**src/pkg/spisf_pkg.sv**
```systemverilog
// Purpose: Constants and types for the SPI status, flag and data register block
// Assumes: APB slave with 32-bit data, one aligned word per register
// Notes: Offsets are word byte addresses
package spisf_pkg;
	localparam logic [11:0] SPISF_OFF_CTRL = 12'h000;
	localparam logic [11:0] SPISF_OFF_STAT = 12'h004;
	localparam logic [11:0] SPISF_OFF_DATA = 12'h008;
	// Control register bit positions
	localparam int SPISF_C_RXIE = 7;
	localparam int SPISF_C_MSTR = 5;
	localparam int SPISF_C_CPOL = 4;
	localparam int SPISF_C_CPHA = 3;
	localparam int SPISF_C_WOM = 2;
	localparam int SPISF_C_EN = 1;
	localparam int SPISF_C_TXIE = 0;
	// Status and control register bit positions
	localparam int SPISF_S_RXF = 7;
	localparam int SPISF_S_ERROR_IRQ_ENABLE = 6;
	localparam int SPISF_S_OVR = 5;
	localparam int SPISF_S_MODE_FAULT_FLAG = 4;
	localparam int SPISF_S_TXE = 3;
	localparam int SPISF_S_MFEN = 2;
	localparam int SPISF_S_RATE_HI = 1;
	localparam int SPISF_S_RATE_LO = 0;
	localparam logic [7:0] SPISF_CTRL_RST = 8'h28;
	localparam logic [7:0] SPISF_STAT_CFG_RST = 8'h00;
	// Baud divisors for rate field 00..11
	localparam logic [7:0] SPISF_BD_0 = 8'h02;
	localparam logic [7:0] SPISF_BD_1 = 8'h08;
	localparam logic [7:0] SPISF_BD_2 = 8'h20;
	localparam logic [7:0] SPISF_BD_3 = 8'h80;

	typedef struct packed {
		logic [7:0] ctrl;
		logic error_irq_enable;
		logic mfen;
		logic [1:0] rate;
		logic rxf;
		logic ovr;
		logic mode_fault_flag;
		logic txe;
		logic rxf_arm;
		logic ovr_arm;
		logic mode_fault_flag_arm;
		logic [7:0] rx_buf;
		logic [7:0] tx_buf;
		logic tx_load;
		logic [7:0] tx_load_data;
		logic [6:0] div_cnt;
		logic sck_tick;
		logic ss_q;
		logic ss_owned;
		logic is_slave;
		logic irq;
		logic pready;
		logic pslverr;
		logic [31:0] prdata;
	} spisf_state_t;
endpackage : spisf_pkg

```
**src/verilog/spisf_core.sv**
```systemverilog
// Purpose: Flags, interrupt request, baud tick and data buffers of an SPI port
// Assumes: Shift engine outside gives byte-done and tx-take strobes, inputs synchronous
// Notes: APB slave answers in the access cycle, zero wait states
//
// Implementation choices: the placing of the registers and the APB slave port.
module spisf_core
	import spisf_pkg::*;
(
	input wire logic pclk,
	input wire logic presetn,
	input wire logic psel,
	input wire logic penable,
	input wire logic pwrite,
	input wire logic [11:0] paddr,
	input wire logic [31:0] pwdata,
	input wire logic [3:0] pstrb,
	output logic [31:0] prdata,
	output logic pready,
	output logic pslverr,
	input wire logic slave_select_n,
	input wire logic transfer_active,
	input wire logic rx_byte_done,
	input wire logic [7:0] rx_byte,
	input wire logic tx_take,
	output logic [7:0] tx_byte,
	output logic tx_byte_valid,
	output logic sck_tick,
	output logic ss_pin_owned,
	output logic slave_mode,
	output logic irq,
	output logic [7:0] ctrl_out
);
	spisf_state_t s_q, s_d;
	logic setup, acc, wr, rd, hit_c, hit_s, hit_d;
	logic en, mstr, set_rxf, set_ovr, set_mode_fault_flag, set_txe, clr_rxf, clr_ovr, clr_mode_fault_flag;
	logic [7:0] bd, stat_rd;

	assign setup = psel && !penable;
	assign acc = psel && penable;
	assign wr = acc && pwrite;
	assign rd = acc && !pwrite;
	assign hit_c = paddr == SPISF_OFF_CTRL;
	assign hit_s = paddr == SPISF_OFF_STAT;
	assign hit_d = paddr == SPISF_OFF_DATA;
	assign en = s_q.ctrl[SPISF_C_EN];
	assign mstr = s_q.ctrl[SPISF_C_MSTR];

	always_comb begin
		unique case (s_q.rate)
			2'b00: bd = SPISF_BD_0;
			2'b01: bd = SPISF_BD_1;
			2'b10: bd = SPISF_BD_2;
			2'b11: bd = SPISF_BD_3;
		endcase
	end

	always_comb begin
		stat_rd = '0;
		stat_rd[SPISF_S_RXF] = s_q.rxf;
		stat_rd[SPISF_S_ERROR_IRQ_ENABLE] = s_q.error_irq_enable;
		stat_rd[SPISF_S_OVR] = s_q.ovr;
		stat_rd[SPISF_S_MODE_FAULT_FLAG] = s_q.mode_fault_flag;
		stat_rd[SPISF_S_TXE] = s_q.txe;
		stat_rd[SPISF_S_MFEN] = s_q.mfen;
		stat_rd[SPISF_S_RATE_HI] = s_q.rate[1];
		stat_rd[SPISF_S_RATE_LO] = s_q.rate[0];
	end

	// Flag set and clear terms
	assign set_rxf = rx_byte_done && !s_q.rxf;
	assign set_ovr = rx_byte_done && s_q.rxf;
	assign set_mode_fault_flag = en && s_q.mfen && (
		(!mstr && transfer_active && slave_select_n) ||
		(mstr && !slave_select_n));
	assign set_txe = tx_take && s_q.tx_load;
	assign clr_rxf = rd && hit_d && s_q.rxf_arm;
	assign clr_ovr = rd && hit_d && s_q.ovr_arm;
	assign clr_mode_fault_flag = wr && hit_c && s_q.mode_fault_flag_arm;

	always_comb begin
		s_d = s_q;
		s_d.pready = setup;
		s_d.pslverr = setup && !(hit_c || hit_s || hit_d);
		s_d.prdata = '0;
		if (setup && !pwrite) begin
			if (hit_c) s_d.prdata[7:0] = s_q.ctrl;
			if (hit_s) s_d.prdata[7:0] = stat_rd;
			if (hit_d) s_d.prdata[7:0] = s_q.rx_buf;
		end
		if (wr && hit_c && pstrb[0]) s_d.ctrl = pwdata[7:0];
		if (wr && hit_s && pstrb[0]) begin
			s_d.error_irq_enable = pwdata[SPISF_S_ERROR_IRQ_ENABLE];
			s_d.mfen = pwdata[SPISF_S_MFEN];
			s_d.rate = pwdata[SPISF_S_RATE_HI:SPISF_S_RATE_LO];
		end
		// Status read arms the second step for each flag seen set
		if (rd && hit_s) begin
			s_d.rxf_arm = s_q.rxf;
			s_d.ovr_arm = s_q.ovr;
			s_d.mode_fault_flag_arm = s_q.mode_fault_flag;
		end
		if (clr_rxf) s_d.rxf_arm = 1'b0;
		if (clr_ovr) s_d.ovr_arm = 1'b0;
		if (clr_mode_fault_flag) s_d.mode_fault_flag_arm = 1'b0;
		// Sets win over clears
		if (clr_rxf) s_d.rxf = 1'b0;
		if (clr_ovr) s_d.ovr = 1'b0;
		if (clr_mode_fault_flag) s_d.mode_fault_flag = 1'b0;
		if (set_rxf) begin
			s_d.rxf = 1'b1;
			s_d.rx_buf = rx_byte;
		end
		if (set_ovr) s_d.ovr = 1'b1;
		if (set_mode_fault_flag) s_d.mode_fault_flag = 1'b1;
		// Data write loads transmit buffer and clears empty
		if (wr && hit_d && pstrb[0]) begin
			s_d.tx_buf = pwdata[7:0];
			s_d.tx_load = 1'b1;
			s_d.txe = 1'b0;
		end
		if (set_txe) begin
			s_d.tx_load = 1'b0;
			s_d.tx_load_data = s_q.tx_buf;
			s_d.txe = 1'b1;
		end
		// Baud tick from bus clock, master only
		s_d.sck_tick = 1'b0;
		if (en && mstr) begin
			if (s_q.div_cnt >= 7'(bd - 8'h01)) begin
				s_d.div_cnt = '0;
				s_d.sck_tick = 1'b1;
			end else begin
				s_d.div_cnt = s_q.div_cnt + 7'h01;
			end
		end else begin
			s_d.div_cnt = '0;
		end
		s_d.ss_owned = en && (!mstr || s_q.mfen);
		s_d.is_slave = en && !mstr && !slave_select_n;
		s_d.irq = (s_d.rxf && s_d.ctrl[SPISF_C_RXIE]) ||
			(s_d.txe && s_d.ctrl[SPISF_C_TXIE]) ||
			(s_d.error_irq_enable && (s_d.ovr || s_d.mode_fault_flag));
		s_d.ss_q = slave_select_n;
	end

	always_ff @(posedge pclk or negedge presetn) begin
		if (!presetn) begin
			s_q <= '0;
			s_q.ctrl <= SPISF_CTRL_RST;
			s_q.txe <= 1'b1;
			s_q.ss_q <= 1'b1;
		end else begin
			s_q <= s_d;
		end
	end

	assign prdata = s_q.prdata;
	assign pready = s_q.pready;
	assign pslverr = s_q.pslverr;
	assign tx_byte = s_q.tx_load_data;
	assign tx_byte_valid = s_q.tx_load;
	assign sck_tick = s_q.sck_tick;
	assign ss_pin_owned = s_q.ss_owned;
	assign slave_mode = s_q.is_slave;
	assign irq = s_q.irq;
	assign ctrl_out = s_q.ctrl;

	chk_rxf_set: assert property (
		@(posedge pclk) disable iff (!presetn)
		rx_byte_done && !s_q.rxf
		|=> s_q.rxf && s_q.rx_buf == $past(rx_byte))
		else $error("rx full not set");

	chk_rx_irq: assert property (
		@(posedge pclk) disable iff (!presetn)
		s_q.rxf && s_q.ctrl[SPISF_C_RXIE]
		|-> irq)
		else $error("rx irq missing");

	chk_rxf_clear: assert property (
		@(posedge pclk) disable iff (!presetn)
		rd && hit_d && s_q.rxf_arm && !rx_byte_done
		|=> !s_q.rxf)
		else $error("rx full not cleared");

	chk_rxf_noarm: assert property (
		@(posedge pclk) disable iff (!presetn)
		rd && hit_d && !s_q.rxf_arm && s_q.rxf
		|=> s_q.rxf)
		else $error("rx full cleared without status read");

	chk_err_gate: assert property (
		@(posedge pclk) disable iff (!presetn)
		irq && !s_q.error_irq_enable
		|-> (s_q.rxf && s_q.ctrl[SPISF_C_RXIE]) || (s_q.txe && s_q.ctrl[SPISF_C_TXIE]))
		else $error("error irq not gated");

	chk_err_irq: assert property (
		@(posedge pclk) disable iff (!presetn)
		s_q.error_irq_enable && (s_q.ovr || s_q.mode_fault_flag)
		|-> irq)
		else $error("error irq missing");

	chk_ovr_set: assert property (
		@(posedge pclk) disable iff (!presetn)
		rx_byte_done && s_q.rxf
		|=> s_q.ovr)
		else $error("overrun not set");

	chk_ovr_keep: assert property (
		@(posedge pclk) disable iff (!presetn)
		rx_byte_done && s_q.rxf
		|=> $stable(s_q.rx_buf))
		else $error("overrun replaced old byte");

	chk_ovr_clear: assert property (
		@(posedge pclk) disable iff (!presetn)
		rd && hit_d && s_q.ovr_arm && !(rx_byte_done && s_q.rxf)
		|=> !s_q.ovr)
		else $error("overrun not cleared");

	chk_mode_fault_flag_slave: assert property (
		@(posedge pclk) disable iff (!presetn)
		en && !mstr && s_q.mfen && transfer_active && slave_select_n
		|=> s_q.mode_fault_flag)
		else $error("slave fault missed");

	chk_mode_fault_flag_master: assert property (
		@(posedge pclk) disable iff (!presetn)
		en && mstr && s_q.mfen && !slave_select_n
		|=> s_q.mode_fault_flag)
		else $error("master fault missed");

	chk_mode_fault_flag_clear: assert property (
		@(posedge pclk) disable iff (!presetn)
		wr && hit_c && s_q.mode_fault_flag_arm && !set_mode_fault_flag
		|=> !s_q.mode_fault_flag)
		else $error("fault not cleared");

	chk_txe_set: assert property (
		@(posedge pclk) disable iff (!presetn)
		tx_take && tx_byte_valid
		|=> s_q.txe && tx_byte == $past(s_q.tx_buf))
		else $error("tx empty not set");

	chk_tx_irq: assert property (
		@(posedge pclk) disable iff (!presetn)
		s_q.txe && s_q.ctrl[SPISF_C_TXIE]
		|-> irq)
		else $error("tx irq missing");

	chk_txe_clear: assert property (
		@(posedge pclk) disable iff (!presetn)
		wr && hit_d && !set_txe
		|=> !s_q.txe)
		else $error("tx empty not cleared");

	chk_mode_fault_flag_hold: assert property (
		@(posedge pclk) disable iff (!presetn)
		s_q.mode_fault_flag && !clr_mode_fault_flag
		|=> s_q.mode_fault_flag)
		else $error("fault lost");

	chk_mode_fault_flag_gate: assert property (
		@(posedge pclk) disable iff (!presetn)
		!s_q.mode_fault_flag && !s_q.mfen
		|=> !s_q.mode_fault_flag)
		else $error("fault set while detect off");

	chk_owned_master: assert property (
		@(posedge pclk) disable iff (!presetn)
		en && mstr
		|=> ss_pin_owned == $past(s_q.mfen))
		else $error("master select ownership wrong");

	chk_master_ignore: assert property (
		@(posedge pclk) disable iff (!presetn)
		en && mstr && !s_q.mfen && !s_q.mode_fault_flag
		|=> !s_q.mode_fault_flag)
		else $error("master select level not ignored");

	chk_owned_slave: assert property (
		@(posedge pclk) disable iff (!presetn)
		en && !mstr
		|=> ss_pin_owned)
		else $error("slave select not owned");

	chk_div_two: assert property (
		@(posedge pclk) disable iff (!presetn)
		(sck_tick && s_q.rate == 2'b00 && en && mstr) ##1 (s_q.rate == 2'b00 && en && mstr)
		|=> sck_tick)
		else $error("divide by two wrong");

	chk_div_gap: assert property (
		@(posedge pclk) disable iff (!presetn)
		sck_tick
		|=> !sck_tick)
		else $error("tick too close");

	chk_slave_tick: assert property (
		@(posedge pclk) disable iff (!presetn)
		!mstr && $past(!mstr)
		|-> !sck_tick)
		else $error("slave tick");

	chk_data_split: assert property (
		@(posedge pclk) disable iff (!presetn)
		wr && hit_d && !rx_byte_done
		|=> $stable(s_q.rx_buf))
		else $error("data write reached receive buffer");

	chk_slave_mode: assert property (
		@(posedge pclk) disable iff (!presetn)
		en && !mstr && !slave_select_n
		|=> slave_mode)
		else $error("slave mode not entered");

	cov_overrun: cover property (
		@(posedge pclk) disable iff (!presetn) set_ovr);

	cov_mode_fault_flag_clr: cover property (
		@(posedge pclk) disable iff (!presetn) clr_mode_fault_flag);

	cov_tx_cycle: cover property (
		@(posedge pclk) disable iff (!presetn) set_txe);

	cov_rx_clear: cover property (
		@(posedge pclk) disable iff (!presetn) clr_rxf);

	cov_mode_fault_flag_master: cover property (
		@(posedge pclk) disable iff (!presetn) set_mode_fault_flag && mstr);
endmodule : spisf_core
```
**config.mk**
```make
export PLATFORM = sky130hd
export DESIGN_NAME = spisf_core
export DESIGN_NICKNAME = d
export VERILOG_FILES = /design/src/pkg/spisf_pkg.sv /design/src/verilog/spisf_core.sv
export SDC_FILE = /design/constraint.sdc
export NUM_CORES = 1
export LEC_CHECK = 0
export BUFFER_PORTS_ARGS = -buffer_cell sky130_fd_sc_hd__buf_2
export CAP_MARGIN = 0
export CORE_AREA = 10 10 114 85
export DETAILED_ROUTE_END_ITERATION = 8
export DIE_AREA = 0 0 124 95
export MAX_ROUTING_LAYER = met4
export PLACE_DENSITY = 0.71
export SYNTH_ARGS = -nofsm -noshare
export SYNTH_HDL_FRONTEND = slang
export SYNTH_SLANG_ARGS = --single-unit
```
**constraint.sdc**
```tcl
create_clock -name pclk -period 2.44 [get_ports pclk]
set_clock_uncertainty 0.05 [all_clocks]
set_input_delay 0.244 -clock pclk [delete_from_list [all_inputs] [get_ports pclk]]
set_output_delay 0.244 -clock pclk [all_outputs]
set_load 0.01 [all_outputs]
```
==> flow_metrics.env <==
export IMPL_cp_end_kind="flip-flop"
export IMPL_critPathRequiredTime_ns=2.64
export IMPL_die_y_um=95
export IMPL_post_route_period_util_pct=91.2
export IMPL_synth_seq_cells=65
export IMPL_crit_fanout=8
export IMPL_drcViolationCount=0
export IMPL_ys_seq_area_share_pct=49.7
export IMPL_yosysTopAreaCell="dfrtp_1"
export IMPL_worst_slew_pin_slew_ns=0.694
export IMPL_dp_hpwl_um=5470
export IMPL_p_per_area_mw_per_mm2=596
export IMPL_cts_buffer_depth=2
export IMPL_leakage_uw=0.00195
export IMPL_initial_utilization_pct=43.2
export IMPL_status="finished clean"
export IMPL_ys_warnings_count=0
export IMPL_dr_pass1_iters=4
export IMPL_overflow=0
export IMPL_cts_tree="built"
export IMPL_antenna_found_initial=0
export IMPL_drv_slew=0
export IMPL_cp_start_kind="flip-flop"
export IMPL_hold_class="in2reg"
export IMPL_cts_root_buf="clkbuf_8"
export IMPL_async_flop_share_pct=100
export IMPL_fmax_ghz=0.449
export IMPL_drive_gt1_share_pct=39.8
export IMPL_hold_viol_final=0
export IMPL_rsz0062_at_grt="no"
export IMPL_totalPowerFinal_uw=2220
export IMPL_gp_congestion=0.785
export IMPL_synth_top_area_share_pct=47.3
export IMPL_die_area_mm2=0.0118
export IMPL_maxCapViolCount=0
export IMPL_peakVddDrop_uv=236
export IMPL_synth_avg_cell_area_um2=11.6
export IMPL_die_x_um=124
export IMPL_pre_cts_slack_ns=0.132
export IMPL_syn2layout_area_growth_pct=13.7
export IMPL_post_drt_wl_per_cell_um=15.9
export IMPL_tns_ns=0
export IMPL_postLayoutSetupSlackWorst_ns=0.214
export IMPL_grt_pass1_vias=2328
export IMPL_grt_first_pass_wirelength_um=11500
export IMPL_synthCells=282
export IMPL_clock_sinks=65
export IMPL_syn_area_mm2=0.00328
export IMPL_coreArea_mm2=0.00760
export IMPL_htreeDepth=3
export IMPL_final_common_cell="buf_2"
export IMPL_arrival_ns=2.42
export IMPL_netlist_top_cells_area="dfrtp_1 47%, buf_4 11%, mux2_2 8.6%, mux2_4 3.7%, ha_1 3.0%"
export IMPL_setup_violations=0
export IMPL_cts_setup_buffers=0
export IMPL_io_buffers=68
export IMPL_drtAntennaViolNets=0
export IMPL_layout_common_cells="68 x buf_2, 62 x dfrtp_1, 25 x mux2_2"
export IMPL_nets=410
export IMPL_clk_transition_reported_paths_ns=0.07
export IMPL_vias_per_cell=4.82
export IMPL_slew_headroom_pct=53.7
export IMPL_synth_edff_count=0
export IMPL_clk_latency_ns=0.34
export IMPL_antenna_diode_count=0
export IMPL_synthDistinctLibCells=43
export IMPL_criticalPathCategory="reg2reg"
export IMPL_totalWireLength_um=7030
export IMPL_cts_inserted_buffers=9
export IMPL_holdWs_ns=0.0362
export IMPL_grt_usage_pct=12.9
export IMPL_grt_max_degree=38
export IMPL_design_portCount=120
export IMPL_fin_crit_ns=2.23
export IMPL_rows=27
export IMPL_synth_ff_type="dfrtp_1"
export IMPL_drt_iter0_markers=93
export IMPL_num_vias=2137
where the power goes:
group          total (µW)  switching [µW]  internal (µW)
Combinational         120            73.5           46.7
Sequential           1100            8.46           1100
Clock                1000             428            572
Total                2220             509           1710
worst max-delay path, cell delays in order (launching register included):
cell	delay, ns
dfrtp_1	0.43
nor2_2	0.18
inv_1	0.06
ha_1	0.18
inv_1	0.06
ha_1	0.24
a21o_1	0.16
a21oi_1	0.14
o21ai_0	0.11
a21o_1	0.28
nor3_1	0.24
synth_stat cells (2+ instances only):
library cell	number
xor2_1	2
o21ai_0	11
nor3_1	7
a22o_1	2
nor2b_1	3
clkbuf_1	5
nand3_1	5
or3_1	2
a21o_1	3
mux2_4	8
dfrtp_1	62
inv_1	10
xnor2_1	3
dfstp_2	3
buf_4	48
mux2_2	25
buf_6	2
nor4_4	2
a41oi_1	2
nor2_1	16
nand2b_1	3
or4_1	3
a221oi_1	8
ha_1	8
nand2_1	10
a21oi_1	8
nand4_1	2
mux2i_1	4
through the flow:
step / util (%) / cells / cell area, µm²
after floorplan: - / 305 / 3370
after global placement: 46.1 / 426 / 3500
after detailed placement: 46.1 / 426 / 3500
after CTS: 49.1 / 443 / 3730
after global routing: 49.1 / 443 / 3730
final: 49.1 / 443 / 3730
area by class of cell:
type                       count  area [µm²]
clock buffer                   9         124
clock inverter                 7        95.1
fill                         723        3870
inverter                      10        37.5
multi-input combinational    174        1300
sequential                    65        1630
tap                          101         126
timing repair buffer          77         423
per-layer routing:
metal	track usage, %	share of wire, %	wire length [µm]	up-vias
li1	-	-	-	1033
met1	16.1	47	3290	1033
met2	19.5	47	3280	62
met3	4.17	5.6	390	9
met4	3.82	0.94	66	0
met5	-	0	0	-
logic make-up after synthesis:
| kind of cell | synth area share (%) |
|---|---|
| other | 0.114 |
| adders and majority gates | 3.05 |
| DFF | 49.7 |
| and+or+nand+nor | 10.7 |
| muxes | 13.5 |
| xor gates and xnor gates | 1.33 |
| buffers and inverters | 13.5 |
| AOI/OAI and AO/OA | 8.19 |
worst paths after layout:
path / startpoint / to / slack (ns) / cells past startpoint
max reg2reg: s_q[78] / s_q[44] / 0.21 / 10
min: slave_select_n / slave_mode / 0.04 / 2
min in group asynchronous: presetn / s_q[62] / 0.43 / 2
min reg2reg: tx_byte_valid / tx_byte_valid / 0.45 / 1
max in group asynchronous: presetn / s_q[74] / 1.21 / 3
max: s_q[78] / s_q[44] / 0.21 / 10
flip-flops by register name, indices dropped and copies added (netlist names):
register and count:
tx_byte 8, s_q 34, ss_pin_owned 1, pslverr 1
slave_mode 1, pready 1, irq 1, prdata 8
tx_byte_valid 1, sck_tick 1, ctrl_out 8
repair_timing:
item | in CTS | in global routing
setup endpoints to repair | 0 | 4
hold endpoints to repair | 26 | 0
resized for setup | 0 | 1
hold buffers | 1 | 0
(Power assumes the default switching activity.)
